### src/bsd_pkg.sv
`default_nettype none
package bsd_pkg;

  // Clock rate and link timing.
  localparam int CLK_HZ = 25_000_000;
  localparam int FS_MIN_HZ = 32_000;
  localparam int FS_MAX_HZ = 192_000;
  localparam int SUBFRAMES_PER_FRAME = 2;
  localparam int PRE_JITTER_CYC = 2;
  // Shortest and longest legal gap between subframe sync preambles.
  localparam int PRE_MIN_CYC =
    CLK_HZ / (SUBFRAMES_PER_FRAME * FS_MAX_HZ) - PRE_JITTER_CYC;
  localparam int PRE_MAX_CYC =
    (CLK_HZ + SUBFRAMES_PER_FRAME * FS_MIN_HZ - 1) /
    (SUBFRAMES_PER_FRAME * FS_MIN_HZ) + PRE_JITTER_CYC;
  localparam int LOCK_TIME_MS = 20;
  localparam int LOCK_TIME_CYC = (CLK_HZ / 1000) * LOCK_TIME_MS;
  localparam int LOCK_GOOD_INTERVALS = 8;
  localparam int HOLD_FRAMES = 4096;

  // Register byte offsets.
  localparam logic [7:0] OFS_CTRL = 8'h00;
  localparam logic [7:0] OFS_STATUS = 8'h04;
  localparam logic [7:0] OFS_BURST = 8'h08;
  localparam logic [7:0] OFS_IRQ_STATUS = 8'h0c;
  localparam logic [7:0] OFS_IRQ_CLEAR = 8'h10;
  localparam logic [7:0] OFS_IRQ_ENABLE = 8'h14;

  // Field positions.
  localparam int CTRL_MODE_LSB = 0;
  localparam int CTRL_UOE_BIT = 2;
  localparam int ST_NON_PCM_FLAG_BIT = 0;
  localparam int ST_SCD_BIT = 1;
  localparam int ST_AUTO_BIT = 2;
  localparam int ST_UNLOCK_BIT = 3;
  localparam int IRQ_NON_PCM_FLAG_BIT = 0;
  localparam int IRQ_SCD_BIT = 1;
  localparam int IRQ_UNLOCK_BIT = 2;
  localparam int IRQ_W = 3;
  localparam logic [IRQ_W-1:0] IRQ_RESET = 3'h0;

  // Sync words of the recognised bitstreams.
  localparam logic [15:0] NON_PCM_FLAG_SYNC_A = 16'hf872;
  localparam logic [15:0] NON_PCM_FLAG_SYNC_B = 16'h4e1f;
  localparam logic [15:0] SCD14_SYNC_A = 16'h1fff;
  localparam logic [15:0] SCD14_SYNC_B = 16'he800;
  localparam logic [15:0] SCD16_SYNC_A = 16'h7ffe;
  localparam logic [15:0] SCD16_SYNC_B = 16'h8001;
  localparam int SYNC_WORDS = 6;

  typedef enum logic [1:0] {
    MODE_PLL = 2'h0,
    MODE_XTAL = 2'h1,
    MODE_AUTO = 2'h2,
    MODE_MONITOR = 2'h3
  } clock_mode_e;

  localparam clock_mode_e MODE_RESET = MODE_AUTO;

  typedef struct packed {
    logic user_bit_out_enable;
    clock_mode_e clock_mode_select;
  } ctrl_s;

  localparam ctrl_s CTRL_RESET = '{user_bit_out_enable: 1'b0,
                                   clock_mode_select: MODE_RESET};

  typedef struct packed {
    logic [15:0] burst_length_word;
    logic [15:0] burst_info_word;
  } burst_s;

  typedef enum logic [2:0] {
    CAP_IDLE = 3'b001,
    CAP_INFO = 3'b010,
    CAP_LEN = 3'b100
  } cap_state_e;

endpackage
`default_nettype wire

### src/sync_hold_flag.sv
`timescale 1ns/1ps
`default_nettype none
module sync_hold_flag #(
  parameter int HOLD = 4096,
  parameter int CW = 13
) (
  input wire logic i_clk,
  input wire logic i_rst_b,
  input wire logic i_detect,
  input wire logic i_frame_strobe,
  output logic o_flag,
  output logic [CW-1:0] o_frames
);

  // The flag rises on a detection and falls after HOLD quiet frames.
  always_ff @(posedge i_clk or negedge i_rst_b)
  begin
    if (!i_rst_b)
    begin
      o_flag <= 1'b0;
      o_frames <= '0;
    end
    else if (i_detect)
    begin
      o_flag <= 1'b1;
      o_frames <= '0;
    end
    else if (o_flag && i_frame_strobe)
    begin
      if (o_frames == CW'(HOLD - 1))
      begin
        o_flag <= 1'b0;
        o_frames <= '0;
      end
      else
      begin
        o_frames <= o_frames + CW'(1);
      end
    end
  end

endmodule // sync_hold_flag
`default_nettype wire

### src/bitstream_detect_clock_mode.sv
`timescale 1ns/1ps
`default_nettype none
module bitstream_detect_clock_mode #(
  parameter int HOLD_FRAMES = bsd_pkg::HOLD_FRAMES,
  parameter int LOCK_TIME_CYC = bsd_pkg::LOCK_TIME_CYC
) (
  input wire logic i_clk,
  input wire logic i_rst_b,
  input wire logic i_power_down_n,
  input wire logic i_psel,
  input wire logic i_penable,
  input wire logic i_pwrite,
  input wire logic [7:0] i_paddr,
  input wire logic [31:0] i_pwdata,
  output logic [31:0] o_prdata,
  output logic o_pready,
  output logic o_pslverr,
  input wire logic i_rx_word_valid,
  input wire logic [15:0] i_rx_word,
  input wire logic i_rx_frame_strobe,
  input wire logic i_rx_preamble,
  input wire logic i_rx_audio_bit,
  input wire logic i_rx_user_bit,
  input wire logic i_aux_audio_in,
  input wire logic i_pll_clk_level,
  input wire logic i_xtal_clk_level,
  output logic o_serial_audio_out,
  output logic o_master_clock_out,
  output logic o_user_bit_pin,
  output logic o_pll_enable,
  output logic o_clk_src_xtal,
  output logic o_irq
);

  localparam int CW = $clog2(HOLD_FRAMES) + 1;

  logic rst_n;
  logic [15:0] word_q [bsd_pkg::SYNC_WORDS];
  logic non_pcm_flag_hit;
  logic scd_hit;
  logic scd16_seen;
  logic [1:0] hit;
  logic [1:0] flag;
  logic [CW-1:0] frames [2];
  bsd_pkg::cap_state_e cap_q;
  bsd_pkg::burst_s burst_q;
  bsd_pkg::ctrl_s ctrl_q;
  logic [15:0] gap_q;
  logic [15:0] prev_gap_q;
  logic [15:0] gap_now;
  logic [15:0] gap_diff;
  logic gap_bad;
  logic gap_timeout;
  logic [3:0] good_run_q;
  logic unlock_q;
  logic use_xtal;
  logic [bsd_pkg::IRQ_W-1:0] irq_status_q;
  logic [bsd_pkg::IRQ_W-1:0] irq_enable_q;
  logic [bsd_pkg::IRQ_W-1:0] irq_event;
  logic setup_rd;
  logic access_wr;
  logic mapped;
  logic [31:0] rd_mux;
  logic live_q;

  // Power-down acts as a second reset for every flip-flop.
  assign rst_n = i_rst_b & i_power_down_n;

  // Checks other than the power-down one stay off until one edge after reset, when the pins are loaded.
  always_ff @(posedge i_clk or negedge rst_n)
  begin
    if (!rst_n)
    begin
      live_q <= 1'b0;
    end
    else
    begin
      live_q <= 1'b1;
    end
  end

  // Keep the last six received words for pattern matching.
  always_ff @(posedge i_clk or negedge rst_n)
  begin
    if (!rst_n)
    begin
      for (int i = 0; i < bsd_pkg::SYNC_WORDS; i++)
      begin
        word_q[i] <= 16'h0000;
      end
    end
    else if (i_rx_word_valid)
    begin
      word_q[0] <= i_rx_word;
      for (int i = 1; i < bsd_pkg::SYNC_WORDS; i++)
      begin
        word_q[i] <= word_q[i-1];
      end
    end
  end

  // Match the newest word against the sync patterns as it arrives.
  assign non_pcm_flag_hit = i_rx_word_valid && (i_rx_word == bsd_pkg::NON_PCM_FLAG_SYNC_B) &&
                    (word_q[0] == bsd_pkg::NON_PCM_FLAG_SYNC_A) &&
                    (word_q[1] == 16'h0000) && (word_q[2] == 16'h0000) &&
                    (word_q[3] == 16'h0000) && (word_q[4] == 16'h0000);
  assign scd_hit = i_rx_word_valid && (i_rx_word == bsd_pkg::SCD14_SYNC_B) &&
                   (word_q[0] == bsd_pkg::SCD14_SYNC_A);
  assign scd16_seen = i_rx_word_valid &&
                      (i_rx_word == bsd_pkg::SCD16_SYNC_B) &&
                      (word_q[0] == bsd_pkg::SCD16_SYNC_A);
  assign hit = {scd_hit, non_pcm_flag_hit};

  // One hold timer per detected stream type.
  generate
    for (genvar g = 0; g < 2; g++)
    begin : g_hold
      sync_hold_flag #(
        .HOLD(HOLD_FRAMES),
        .CW(CW)
      ) u_hold (
        .i_clk(i_clk),
        .i_rst_b(rst_n),
        .i_detect(hit[g]),
        .i_frame_strobe(i_rx_frame_strobe),
        .o_flag(flag[g]),
        .o_frames(frames[g])
      );
    end
  endgenerate

  // Capture the two burst preamble words that trail a non-PCM sync.
  always_ff @(posedge i_clk or negedge rst_n)
  begin
    if (!rst_n)
    begin
      cap_q <= bsd_pkg::CAP_IDLE;
      burst_q <= '0;
    end
    else
    begin
      case (cap_q)
        bsd_pkg::CAP_IDLE:
        begin
          if (non_pcm_flag_hit)
          begin
            cap_q <= bsd_pkg::CAP_INFO;
          end
        end
        bsd_pkg::CAP_INFO:
        begin
          if (i_rx_word_valid)
          begin
            burst_q.burst_info_word <= i_rx_word;
            cap_q <= bsd_pkg::CAP_LEN;
          end
        end
        bsd_pkg::CAP_LEN:
        begin
          if (i_rx_word_valid)
          begin
            burst_q.burst_length_word <= i_rx_word;
            cap_q <= bsd_pkg::CAP_IDLE;
          end
        end
        default:
        begin
          cap_q <= bsd_pkg::CAP_IDLE;
        end
      endcase
    end
  end

  // Measure the gap between preambles and judge it against the lock range.
  assign gap_now = gap_q + 16'h0001;
  assign gap_diff = (gap_now > prev_gap_q) ? gap_now - prev_gap_q :
                    prev_gap_q - gap_now;
  assign gap_timeout = gap_q == 16'(bsd_pkg::PRE_MAX_CYC);
  assign gap_bad = gap_timeout ||
                   (i_rx_preamble &&
                    ((gap_now < 16'(bsd_pkg::PRE_MIN_CYC)) ||
                     (gap_now > 16'(bsd_pkg::PRE_MAX_CYC)) ||
                     (gap_diff > 16'(bsd_pkg::PRE_JITTER_CYC))));

  always_ff @(posedge i_clk or negedge rst_n)
  begin
    if (!rst_n)
    begin
      gap_q <= 16'h0000;
      prev_gap_q <= 16'h0000;
    end
    else if (i_rx_preamble)
    begin
      gap_q <= 16'h0000;
      prev_gap_q <= gap_now;
    end
    else if (!gap_timeout)
    begin
      gap_q <= gap_now;
    end
  end

  // Lock returns after a run of good gaps; any bad gap drops it at once.
  always_ff @(posedge i_clk or negedge rst_n)
  begin
    if (!rst_n)
    begin
      good_run_q <= 4'h0;
      unlock_q <= 1'b1;
    end
    else if (gap_bad)
    begin
      good_run_q <= 4'h0;
      unlock_q <= 1'b1;
    end
    else if (i_rx_preamble && unlock_q)
    begin
      if (good_run_q == 4'(bsd_pkg::LOCK_GOOD_INTERVALS - 1))
      begin
        unlock_q <= 1'b0;
        good_run_q <= 4'h0;
      end
      else
      begin
        good_run_q <= good_run_q + 4'h1;
      end
    end
  end

  // Pick the clock and data source from the mode and lock state.
  always_comb
  begin
    case (ctrl_q.clock_mode_select)
      bsd_pkg::MODE_PLL: use_xtal = 1'b0;
      bsd_pkg::MODE_XTAL: use_xtal = 1'b1;
      bsd_pkg::MODE_AUTO: use_xtal = unlock_q;
      bsd_pkg::MODE_MONITOR: use_xtal = 1'b1;
      default: use_xtal = 1'b1;
    endcase
  end

  // Registered audio, clock and source pins follow the chosen source; PLL enable follows the mode, the user-bit pin its enable.
  always_ff @(posedge i_clk or negedge rst_n)
  begin
    if (!rst_n)
    begin
      o_serial_audio_out <= 1'b0;
      o_master_clock_out <= 1'b0;
      o_user_bit_pin <= 1'b0;
      o_pll_enable <= 1'b0;
      o_clk_src_xtal <= 1'b0;
    end
    else
    begin
      o_serial_audio_out <= use_xtal ? i_aux_audio_in : i_rx_audio_bit;
      o_master_clock_out <= use_xtal ? i_xtal_clk_level : i_pll_clk_level;
      o_user_bit_pin <= ctrl_q.user_bit_out_enable & i_rx_user_bit;
      o_pll_enable <= ctrl_q.clock_mode_select != bsd_pkg::MODE_XTAL;
      o_clk_src_xtal <= use_xtal;
    end
  end

  // APB decode; the slave never inserts wait states.
  assign setup_rd = i_psel && !i_penable && !i_pwrite;
  assign access_wr = i_psel && i_penable && i_pwrite;
  assign mapped = (i_paddr == bsd_pkg::OFS_CTRL) ||
                  (i_paddr == bsd_pkg::OFS_STATUS) ||
                  (i_paddr == bsd_pkg::OFS_BURST) ||
                  (i_paddr == bsd_pkg::OFS_IRQ_STATUS) ||
                  (i_paddr == bsd_pkg::OFS_IRQ_CLEAR) ||
                  (i_paddr == bsd_pkg::OFS_IRQ_ENABLE);
  assign o_pready = rst_n;
  assign o_pslverr = rst_n && i_psel && i_penable && !mapped;

  // Read data is prepared in the setup cycle so it comes from a flop.
  always_comb
  begin
    rd_mux = 32'h0000_0000;
    case (i_paddr)
      bsd_pkg::OFS_CTRL: rd_mux[2:0] = ctrl_q;
      bsd_pkg::OFS_STATUS:
      begin
        rd_mux[bsd_pkg::ST_NON_PCM_FLAG_BIT] = flag[0];
        rd_mux[bsd_pkg::ST_SCD_BIT] = flag[1];
        rd_mux[bsd_pkg::ST_AUTO_BIT] = flag[0] | flag[1];
        rd_mux[bsd_pkg::ST_UNLOCK_BIT] = unlock_q;
      end
      bsd_pkg::OFS_BURST: rd_mux = burst_q;
      bsd_pkg::OFS_IRQ_STATUS: rd_mux[bsd_pkg::IRQ_W-1:0] = irq_status_q;
      bsd_pkg::OFS_IRQ_ENABLE: rd_mux[bsd_pkg::IRQ_W-1:0] = irq_enable_q;
      default: rd_mux = 32'h0000_0000;
    endcase
  end

  always_ff @(posedge i_clk or negedge rst_n)
  begin
    if (!rst_n)
    begin
      o_prdata <= 32'h0000_0000;
    end
    else if (setup_rd)
    begin
      o_prdata <= rd_mux;
    end
  end

  // Control and interrupt enable writes; power-down restores defaults.
  always_ff @(posedge i_clk or negedge rst_n)
  begin
    if (!rst_n)
    begin
      ctrl_q <= bsd_pkg::CTRL_RESET;
      irq_enable_q <= bsd_pkg::IRQ_RESET;
    end
    else if (access_wr && (i_paddr == bsd_pkg::OFS_CTRL))
    begin
      ctrl_q <= i_pwdata[2:0];
    end
    else if (access_wr && (i_paddr == bsd_pkg::OFS_IRQ_ENABLE))
    begin
      irq_enable_q <= i_pwdata[bsd_pkg::IRQ_W-1:0];
    end
  end

  // Sticky event bits; a new event beats a clear in the same cycle.
  assign irq_event = {gap_bad & !unlock_q, scd_hit, non_pcm_flag_hit};

  always_ff @(posedge i_clk or negedge rst_n)
  begin
    if (!rst_n)
    begin
      irq_status_q <= bsd_pkg::IRQ_RESET;
    end
    else if (access_wr && (i_paddr == bsd_pkg::OFS_IRQ_CLEAR))
    begin
      irq_status_q <= (irq_status_q & ~i_pwdata[bsd_pkg::IRQ_W-1:0]) |
                      irq_event;
    end
    else
    begin
      irq_status_q <= irq_status_q | irq_event;
    end
  end

  assign o_irq = |(irq_status_q & irq_enable_q);
endmodule // bitstream_detect_clock_mode
`default_nettype wire

### config.mk
export PLATFORM = sky130hd
export DESIGN_NAME = bitstream_detect_clock_mode
export DESIGN_NICKNAME = d
export VERILOG_FILES = /design/src/bsd_pkg.sv /design/src/sync_hold_flag.sv /design/src/bitstream_detect_clock_mode.sv
export SDC_FILE = /design/constraint.sdc
export NUM_CORES = 1
export LEC_CHECK = 0
export ABC_CLOCK_PERIOD_IN_PS = 8050
export BUFFER_PORTS_ARGS = -buffer_cell sky130_fd_sc_hd__buf_4
export CAP_MARGIN = 0
export CORE_MARGIN = 5
export CORE_UTILIZATION = 60
export DETAILED_ROUTE_END_ITERATION = 8
export PLACE_DENSITY = 0.81
export SYNTH_ARGS = -nofsm -noshare
export SYNTH_HDL_FRONTEND = slang
export SYNTH_SLANG_ARGS = --single-unit
### constraint.sdc
create_clock -name i_clk -period 8.05 [get_ports i_clk]
set_clock_uncertainty 0.1 [all_clocks]
set_input_delay 0 -clock i_clk [delete_from_list [all_inputs] [get_ports i_clk]]
set_output_delay 0 -clock i_clk [all_outputs]
set_load 0.05 [all_outputs]
==> results.json, run 1 <==
{
  "first_iter_violations": 617,
  "fin_tns_setup_ns": 0,
  "detail_route.wl_per_cell_um": 18.83,
  "first_pass_iters": 5,
  "end_kind": "register",
  "synth_top_family_by_area": "simple AND/OR/NAND/NOR gates",
  "htreeDepth": 1,
  "crit_arrival_ns": 5.74,
  "via_per_inst": 6.131,
  "drc": 0,
  "netlist_area_um2": 11560,
  "grt_max_degree": 71,
  "crit_type": "register to register",
  "coreArea_um2": 18830,
  "netlist_instances": 1062,
  "grt-ovfl-total": 0,
  "cts_tree": "yes",
  "synth_seq_area_share": 0.4895,
  "dieWidth_um": 148.8,
  "dpl_cell_area_um2": 12380,
  "rows": 50,
  "layout_common_cells": "dfrtp_1 (223), mux2_2 (123), buf_4 (88)",
  "final_cells": 1448,
  "grt_pass1_vias": 9060,
  "dp_hpwl_um": 18460,
  "final_common_cell": "dfrtp_1",
  "cts_setup_buffers": 0,
  "root_buffer": "clkbuf_16",
  "max_freq_ghz": 0.1835,
  "required_ns": 8.34,
  "grt_antenna_before_repair": 0,
  "syn2layout_area_growth_pct": 17.76,
  "min_period_ns": 5.450,
  "rsz0062_at_grt": "false",
  "holdWs_ns": 0.06016,
  "gp_congestion": 0.8785,
  "syn_avg_cell_area_um2": 10.89,
  "finalHoldViolations": 0,
  "yosys.area_share.xor_xnor": 0.02197,
  "vias": 8878,
  "muxShareOfSynthArea": 0.1274,
  "synth-compound-area-share": 0.1397,
  "ir_worst_vdd_mv": 0.2090,
  "io_pins": 110,
  "yosys.area_share.adder": 0.04567,
  "fin_crit_sh": 0.6770,
  "dp_cells": 1363,
  "cts_buffer_depth": 3,
  "wl_um": 27260,
  "num_antenna_cells": 0,
  "start_util": 0.6140,
  "port-buffer-count": 80,
  "clkSinkCount": 226,
  "power_leakage_nw": 6.274,
  "crit_fanout": 15,
  "synth_top_flop_cell": "dfrtp_1",
  "synth-edff-count": 0,
  "ant_nets": 0,
  "clk_latency_ns": 0.50,
  "setup.worst_path.start_class": "register",
  "die_area_um2": 22140,
  "drive_gt1_frac": 0.2306,
  "postSynth.asyncResetShare": 1.000,
  "ys_warn_count": 0,
  "clk_pin_slew_ns": 0.07,
  "cts_buffers": 23,
  "fin_nets": 1283,
  "max-slew-margin-rel": 0.3667,
  "synth_fp_nets": 1173,
  "synthSimpleGateAreaFrac": 0.1432,
  "drv_slew": 0,
  "finalPower_mw": 2.766,
  "synth_cell_types": 80,
  "worst_slew_pin_slew_ns": 0.9500,
  "status": "finished, final reports clean",
  "grt_usage": 0.2535,
  "maxCapViolCount": 0,
  "postLayoutCellArea_um2": 13610,
  "min_path_type": "primary input to register",
  "powerDensity_nw_per_um2": 203.1,
  "grt_pass1_wl_um": 46260,
  "setup_viol": 0,
  "ys_seq_elements": 226,
  "die_h_um": 148.8
}
[metrics by stage]
stage | utilization | setup slack (ns)
CTS | 0.7230 | 2.624
detailed placement | 0.6573 | 2.658
global route | 0.7230 | 2.158
floorplan | - | 0.1771
global placement | 0.6573 | 2.764
finish | 0.7230 | 2.600
[worst max-delay path, cell delays in order, from the launching register on]
cell and delay [ns]:
dfrtp_1 0.57, ha_1 0.29, nand3_1 0.23, nor3_1 0.47, xnor2_1 0.27, inv_1 0.10
ha_1 0.57, nand4_1 0.25, or4_1 0.60, mux2_2 0.31, o31a_4 0.13, or4_1 0.53
o211a_2 0.17, a211oi_4 0.27, nand2_2 0.15, o41ai_2 0.33
[registers in the layout, summed over array words and instances, names as in the netlist, 4 cells and up]
register                cells
word_q                     80
burst_q                    32
o_prdata                   32
g_hold.u_hold.o_frames     26
gap_q                      16
prev_gap_q                 16
good_run_q                  4
[Yosys cell counts (all sizes together), types with 12 or more instances]
library cell / n / share of area
nor2: 85 / 0.028
a22o: 32 / 0.024
nor4: 21 / 0.012
mux2: 123 / 0.12
nand2: 58 / 0.019
nor2b: 12 / 0.0065
xnor2: 15 / 0.011
nand3: 19 / 0.0082
xor2: 14 / 0.011
inv: 49 / 0.016
o21ai: 47 / 0.020
dfrtp: 223 / 0.48
nor3: 17 / 0.0074
a21oi: 52 / 0.023
clkbuf: 37 / 0.012
ha: 39 / 0.042
and3: 12 / 0.0065
nand4: 23 / 0.012
a21o: 12 / 0.0078
[logic make-up (layout without fill, tap and decap cells)]
group | Yosys count | after routing
mux | 128 | 128
simple gates | 312 | 312
xor+xnor | 29 | 29
fa+ha+maj | 41 | 41
flops | 226 | 226
buf+inv | 96 | 222
compound gates | 230 | 230
[per-layer routing]
metal / global-route usage / vias to the layer above / share of wire
li1: - / 4121 / -
met2: 0.4306 / 280 / 0.50
met1: 0.3419 / 4415 / 0.42
met3: 0.03251 / 62 / 0.048
met5: 0 / - / 0
met4: 0.08192 / 0 / 0.031
[cell type report]
cell class	instances	area, um^2
inverter	49	183.9
tap	260	325.3
sequential	226	5659
timing repair buffer	132	1119
clock buffer	32	659.4
multi-input combinational	740	5548
fill	1256	5216
clock inverter	9	120.1
[repair_timing]
| action | in CTS | in global routing |
|---|---|---|
| hold endpoints to repair | 167 | 0 |
| gates resized for setup | 0 | 0 |
| hold buffers | 44 | 0 |
[final timing paths]
check	start	endpoint	slack, ns	cells after the start
setup / recovery	gap_q[0]$_DFFE_PN0P_	good_run_q[0]$_DFFE_PN0P_	2.60	15
hold / removal	i_paddr[6]	o_prdata[0]$_DFFE_PN0P_	0.06	5
setup reg to reg	gap_q[0]$_DFFE_PN0P_	good_run_q[0]$_DFFE_PN0P_	2.60	15
hold reg to reg	g_hold[1].u_hold.o_frames[11]$_DFFE_PN0P_	g_hold[1].u_hold.o_frames[11]$_DFFE_PN0P_	0.39	1
max in group asynchronous	i_rst_b	o_pll_enable$_DFF_PN0_	6.34	5
min in group asynchronous	i_power_down_n	burst_q[10]$_DFFE_PN0P_	0.12	4
[where the power goes]
group / switching, mW / leakage (nW) / internal, mW
clock: 0.427 / 0.390 / 0.666
sequential: 0.0801 / 2.96 / 1.23
combinational: 0.185 / 2.93 / 0.176
Note: power is estimated with default switching activity, not from simulation.
==> run 2, diff against run 1 <==
Settings changed: ABC_CLOCK_PERIOD_IN_PS 8050 to 4650, CORE_UTILIZATION 60 to 54, PLACE_DENSITY 0.81 to 0.77.
Clock period 8.05 ns to 4.65 ns, I/O delays scaled along.
==> results.json, run 2 (synthesis results as in run 1) <==
{
  "grt_pass1_vias": 9061,
  "status": "finished, final reports clean",
  "wl_um": 28640,
  "max_freq_ghz": 0.2288,
  "utilization": 0.6613,
  "drc": 0,
  "clkSinkCount": 226,
  "drv_slew": 0,
  "dp_hpwl_um": 19600,
  "ir_worst_vdd_mv": 0.2698,
  "fin_crit_sh": 0.9400,
  "maxCapViolCount": 0,
  "finalPower_mw": 4.770,
  "first_iter_violations": 686,
  "crit_fanout": 13,
  "drive_gt1_frac": 0.2623,
  "rows": 53,
  "largest-register": "word_q",
  "first_pass_iters": 6,
  "vias": 8878,
  "grt_usage": 0.2369,
  "grt_max_degree": 86,
  "coreArea_um2": 21020,
  "p_int_mw": 3.539,
  "combPwrFrac": 0.137,
  "end_kind": "register",
  "die_h_um": 156.3,
  "p_clk_frac": 0.389,
  "max-slew-margin-rel": 0.3204,
  "cts_buffer_depth": 3,
  "num_antenna_cells": 0,
  "root_buffer": "clkbuf_16",
  "holdWs_ns": 0.1283,
  "via_per_inst": 5.954,
  "grt-ovfl-total": 0,
  "required_ns": 4.96,
  "die_area_um2": 24440,
  "io_pins": 110,
  "dieWidth_um": 156.3,
  "largest_reg_flops": 80,
  "largestRegisters": "word_q: 80 flops, burst_q: 32 flops, o_prdata: 32 flops",
  "finalHoldViolations": 0,
  "ant_nets": 0,
  "fin_tns_setup_ns": 0,
  "crit_type": "register to register",
  "clk_pin_slew_ns": 0.06,
  "cts_buffers": 24,
  "grt_pass1_wl_um": 47220,
  "layout_common_cells": "dfrtp_1 (223), mux2_2 (123), buf_4 (113)",
  "crit_arrival_ns": 4.68,
  "fin_nets": 1309,
  "p_seq_frac": 0.474,
  "min_path_type": "primary input to async pin",
  "powerDensity_nw_per_um2": 343.1,
  "dp_cells": 1404,
  "power_leakage_nw": 6.381,
  "min_period_ns": 4.371,
  "start_util": 0.5500,
  "detail_route.wl_per_cell_um": 19.21,
  "syn2layout_area_growth_pct": 20.25,
  "grt_antenna_before_repair": 0,
  "setup_viol": 0,
  "port-buffer-count": 80,
  "power_switching_share": 0.2581,
  "setup.worst_path.start_class": "register",
  "final_cells": 1491,
  "cts_tree": "yes",
  "final_common_cell": "dfrtp_1",
  "power.switching_mw": 1.231,
  "clk_latency_ns": 0.51,
  "gp_congestion": 0.9101,
  "worst_slew_pin_slew_ns": 1.019,
  "htreeDepth": 1
}
run 2: cell count changes in the layout (fill, tap and decap cells not counted), moves of 2 or more:
cell        before  now
ha_1            39   35
xor2_1          14   12
clkinvlp_4       0    3
bufinv_16        3    1
clkbuf_16       23   25
nor3_1          17   15
buf_12           0    2
clkinv_2         6    8
xor2_2           0    2
ha_2             0    4
buf_4           88  113
clkbuf_8         5    3
run 2: final cells by class:
type / count / area [um^2]
fill: 1591 / 7119
multi-input combinational: 740 / 5627
clock buffer: 31 / 678.2
tap: 275 / 344.1
sequential: 226 / 5659
timing repair buffer: 157 / 1309
inverter: 49 / 183.9
clock inverter: 13 / 101.3
run 2: repair_timing:
action	CTS	global route
hold buffers	43	0
setup buffers	0	0
endpoints found under the setup margin	0	6
gates resized for setup	0	17
endpoints found under the hold margin	181	0
run 2: worst max-delay path, stage by stage (launching register included):
cell and delay [ns]:
dfrtp_1 0.36, ha_2 0.23, nand3_2 0.13, buf_4 0.19, nor3_2 0.24, xor2_2 0.26, ha_1 0.29, buf_4 0.19
a21oi_2 0.16, o21a_1 0.17, o32ai_1 0.09, or4_1 0.54, nor4_2 0.30, buf_4 0.17, nand4b_1 0.11, a22oi_2 0.21
buf_4 0.16, nand2_2 0.08, o41ai_2 0.31
run 2: path summary, 6_finish.rpt:
path,slack [ns],to,from,cells after the start
min reg2reg,0.38,cap_q[1]$_DFFE_PN0P_,cap_q[2]$_DFFE_PN0P_,1
min in group i_clk,0.13,g_hold[0].u_hold.o_frames[6]$_DFFE_PN0P_,i_rx_word_valid,7
max in group asynchronous,3.58,o_clk_src_xtal$_DFF_PN0_,i_rst_b,4
max reg2reg,0.28,good_run_q[0]$_DFFE_PN0P_,gap_q[0]$_DFFE_PN0P_,18
min,0.13,prev_gap_q[11]$_DFFE_PN0P_,i_power_down_n,4
max,0.28,good_run_q[0]$_DFFE_PN0P_,gap_q[0]$_DFFE_PN0P_,18
run 2: metrics by stage:
stage               area (um^2)  setup WS [ns]
finish                    13900         0.2791
global route              13900      -0.001266
CTS                       13820         0.1225
detailed placement        12600         0.1514
global placement          12600         0.2089
floorplan                 11560         0.2360
run 2: per-layer routing:
| layer | routed length, um | track usage | share of wire | vias to the layer above |
|---|---|---|---|---|
| met4 | 720 | 0.06736 | 0.025 | 0 |
| met1 | 12280 | 0.3156 | 0.43 | 4428 |
| li1 | - | - | - | 4174 |
| met5 | 0 | 0 | 0 | - |
| met3 | 1414 | 0.03650 | 0.049 | 52 |
| met2 | 14230 | 0.4049 | 0.50 | 224 |
run 2: power groups by stage:
| stage | combinational (mW) | sequential (mW) | clock, mW |
|---|---|---|---|
| after CTS | 0.650 | 2.26 | 1.89 |
| final | 0.653 | 2.26 | 1.86 |
| after global routing | 0.722 | 2.28 | 1.98 |
| after floorplan | 0.452 | 2.25 | 0 |
| after detailed placement | 0.618 | 2.29 | 0 |
| after global placement | 0.604 | 2.28 | 0 |
==> run 3, diff against run 2 <==
Settings changed: SETUP_SLACK_MARGIN set to 0.4.
==> results.json, run 3 (synthesis results as in run 1) <==
{
  "largestRegisters": "word_q: 80 flops, burst_q: 32 flops, o_prdata: 32 flops",
  "dp_cells": 1400,
  "critPathTopFamily": "simple AND/OR/NAND/NOR gates",
  "drc": 0,
  "required_ns": 4.94,
  "drv_slew": 0,
  "largest_reg_flops": 80,
  "ant_nets": 0,
  "end_kind": "register",
  "min_period_ns": 4.257,
  "grt_pass1_vias": 9145,
  "cp_slowest_cell": "or4_4",
  "grt_max_degree": 88,
  "fin_crit_sh": 0.9156,
  "detail_route.wl_per_cell_um": 19.60,
  "finalHoldViolations": 0,
  "clk_latency_ns": 0.51,
  "setup_viol": 0,
  "final_common_cell": "dfrtp_1",
  "first_iter_violations": 619,
  "max_stage_delay_ns": 0.53,
  "grt_pass1_wl_um": 47620,
  "grt_antenna_before_repair": 0,
  "setup.worst_path.start_class": "register",
  "path_buf_inv": 4,
  "wl_um": 29400,
  "maxCapViolCount": 0,
  "syn2layout_area_growth_pct": 23.41,
  "fin_nets": 1318,
  "clk_pin_slew_ns": 0.06,
  "root_buffer": "clkbuf_16",
  "num_antenna_cells": 0,
  "crit_arrival_ns": 4.55,
  "htreeDepth": 1,
  "status": "finished, final reports clean",
  "largest-register": "word_q",
  "dp_hpwl_um": 19390,
  "coreArea_um2": 21020,
  "die_area_um2": 24440,
  "dieWidth_um": 156.3,
  "gp_congestion": 0.9633,
  "final_cells": 1500,
  "cts_tree": "yes",
  "rsz0062_at_grt": "true",
  "clkSinkCount": 226,
  "vias": 9088,
  "die_h_um": 156.3,
  "rows": 53,
  "first_pass_iters": 5,
  "cts_buffers": 24,
  "ir_worst_vdd_mv": 0.3034,
  "crit_fanout": 5,
  "layout_common_cells": "dfrtp_1 (218), mux2_2 (122), buf_4 (119)",
  "io_pins": 110,
  "grt-ovfl-total": 0,
  "pre_cts_slack_ns": 0.1404,
  "port-buffer-count": 80,
  "max-slew-margin-rel": 0.3043,
  "crit_type": "register to register",
  "cts_buffer_depth": 3,
  "min_path_type": "primary input to register",
  "fin_ws_ns": 0.3927,
  "fin_tns_setup_ns": 0,
  "power_leakage_nw": 6.507,
  "drive_gt1_frac": 0.2890,
  "powerDensity_nw_per_um2": 348.9,
  "cp_cell_sequence": "buf_6 -> nand4_1 -> nor4_4 -> buf_6 -> xnor2_4 -> inv_2 -> ha_4 -> nand4_1 -> or4_1 -> mux2_4 -> o31a_4 -> or4_4 -> o211a_4 -> a211oi_4 -> buf_4 -> a21oi_2 -> a22o_1",
  "start_util": 0.5500,
  "grt_usage": 0.2372,
  "worst_slew_pin_slew_ns": 1.044,
  "via_per_inst": 6.059,
  "max_freq_ghz": 0.2349
}
==> run 3: final timing paths <==
check | slack, ns | start | depth (start not counted) | end
max in group asynchronous | 3.56 | i_power_down_n | 4 | o_prdata[28]$_DFFE_PN0P_
setup / recovery | 0.39 | gap_q[1]$_DFFE_PN0P_ | 17 | irq_status_q[2]$_DFF_PN0_
hold reg to reg | 0.38 | g_hold[1].u_hold.o_frames[11]$_DFFE_PN0P_ | 1 | g_hold[1].u_hold.o_frames[11]$_DFFE_PN0P_
setup reg to reg | 0.39 | gap_q[1]$_DFFE_PN0P_ | 17 | irq_status_q[2]$_DFF_PN0_
hold / removal | 0.06 | i_paddr[6] | 5 | o_prdata[1]$_DFFE_PN0P_
min in group asynchronous | 0.19 | i_rst_b | 4 | burst_q[10]$_DFFE_PN0P_
==> run 3: layer usage <==
| layer | global-route usage | vias to the layer above | share of wire | routed length [um] |
|---|---|---|---|---|
| met3 | 0.03955 | 60 | 0.054 | 1579 |
| li1 | - | 4189 | - | - |
| met2 | 0.4056 | 288 | 0.51 | 14890 |
| met5 | 0 | - | 0 | 0 |
| met1 | 0.3132 | 4551 | 0.41 | 12090 |
| met4 | 0.06983 | 0 | 0.028 | 831 |
==> run 3: power breakdown <==
part	internal [mW]	leakage, nW	switching [mW]	total [mW]
clock network	1.26	0.414	0.758	2.02
logic	0.337	3.15	0.351	0.688
registers	2.13	2.95	0.137	2.27
total	3.73	6.51	1.25	4.98
==> run 3: timing repair <==
action,CTS,global route
pin swaps,8,19
gates resized for setup,17,46
setup buffers,6,9
endpoints found under the hold margin,140,0
hold buffers,41,0
endpoints found under the setup margin,6,6
==> run 3: final cells by class <==
type                       instances  area [um^2]
tap                              275        344.1
multi-input combinational        740         5837
timing repair buffer             166         1390
sequential                       226         5665
inverter                          49        183.9
fill                            1509         6754
clock inverter                     4        95.09
clock buffer                      40        752.0
==> run 3: metrics by stage <==
stage               power, mW  hold WS, ns  instance area [um^2]    util
global placement        2.886      0.07843                 12600  0.5995
global route            5.186       0.1263                 14270  0.6787
detailed placement      2.911      0.09234                 12600  0.5995
finish                  4.978      0.06117                 14270  0.6787
floorplan               2.702      0.03418                 11600       -
CTS                     4.970      0.01514                 13990  0.6653
==> run 3: worst reg2reg max path: cells and delay by family, from the launching register on <==
kind                       cells  cell delay, ns
xor gates and xnor gates       1            0.14
and+or+nand+nor                5            1.59
AOI/OAI and AO/OA              5            0.85
muxes                          1            0.30
DFF                            1            0.36
buffers and inverters          4            0.54
adders and majority gates      1            0.27
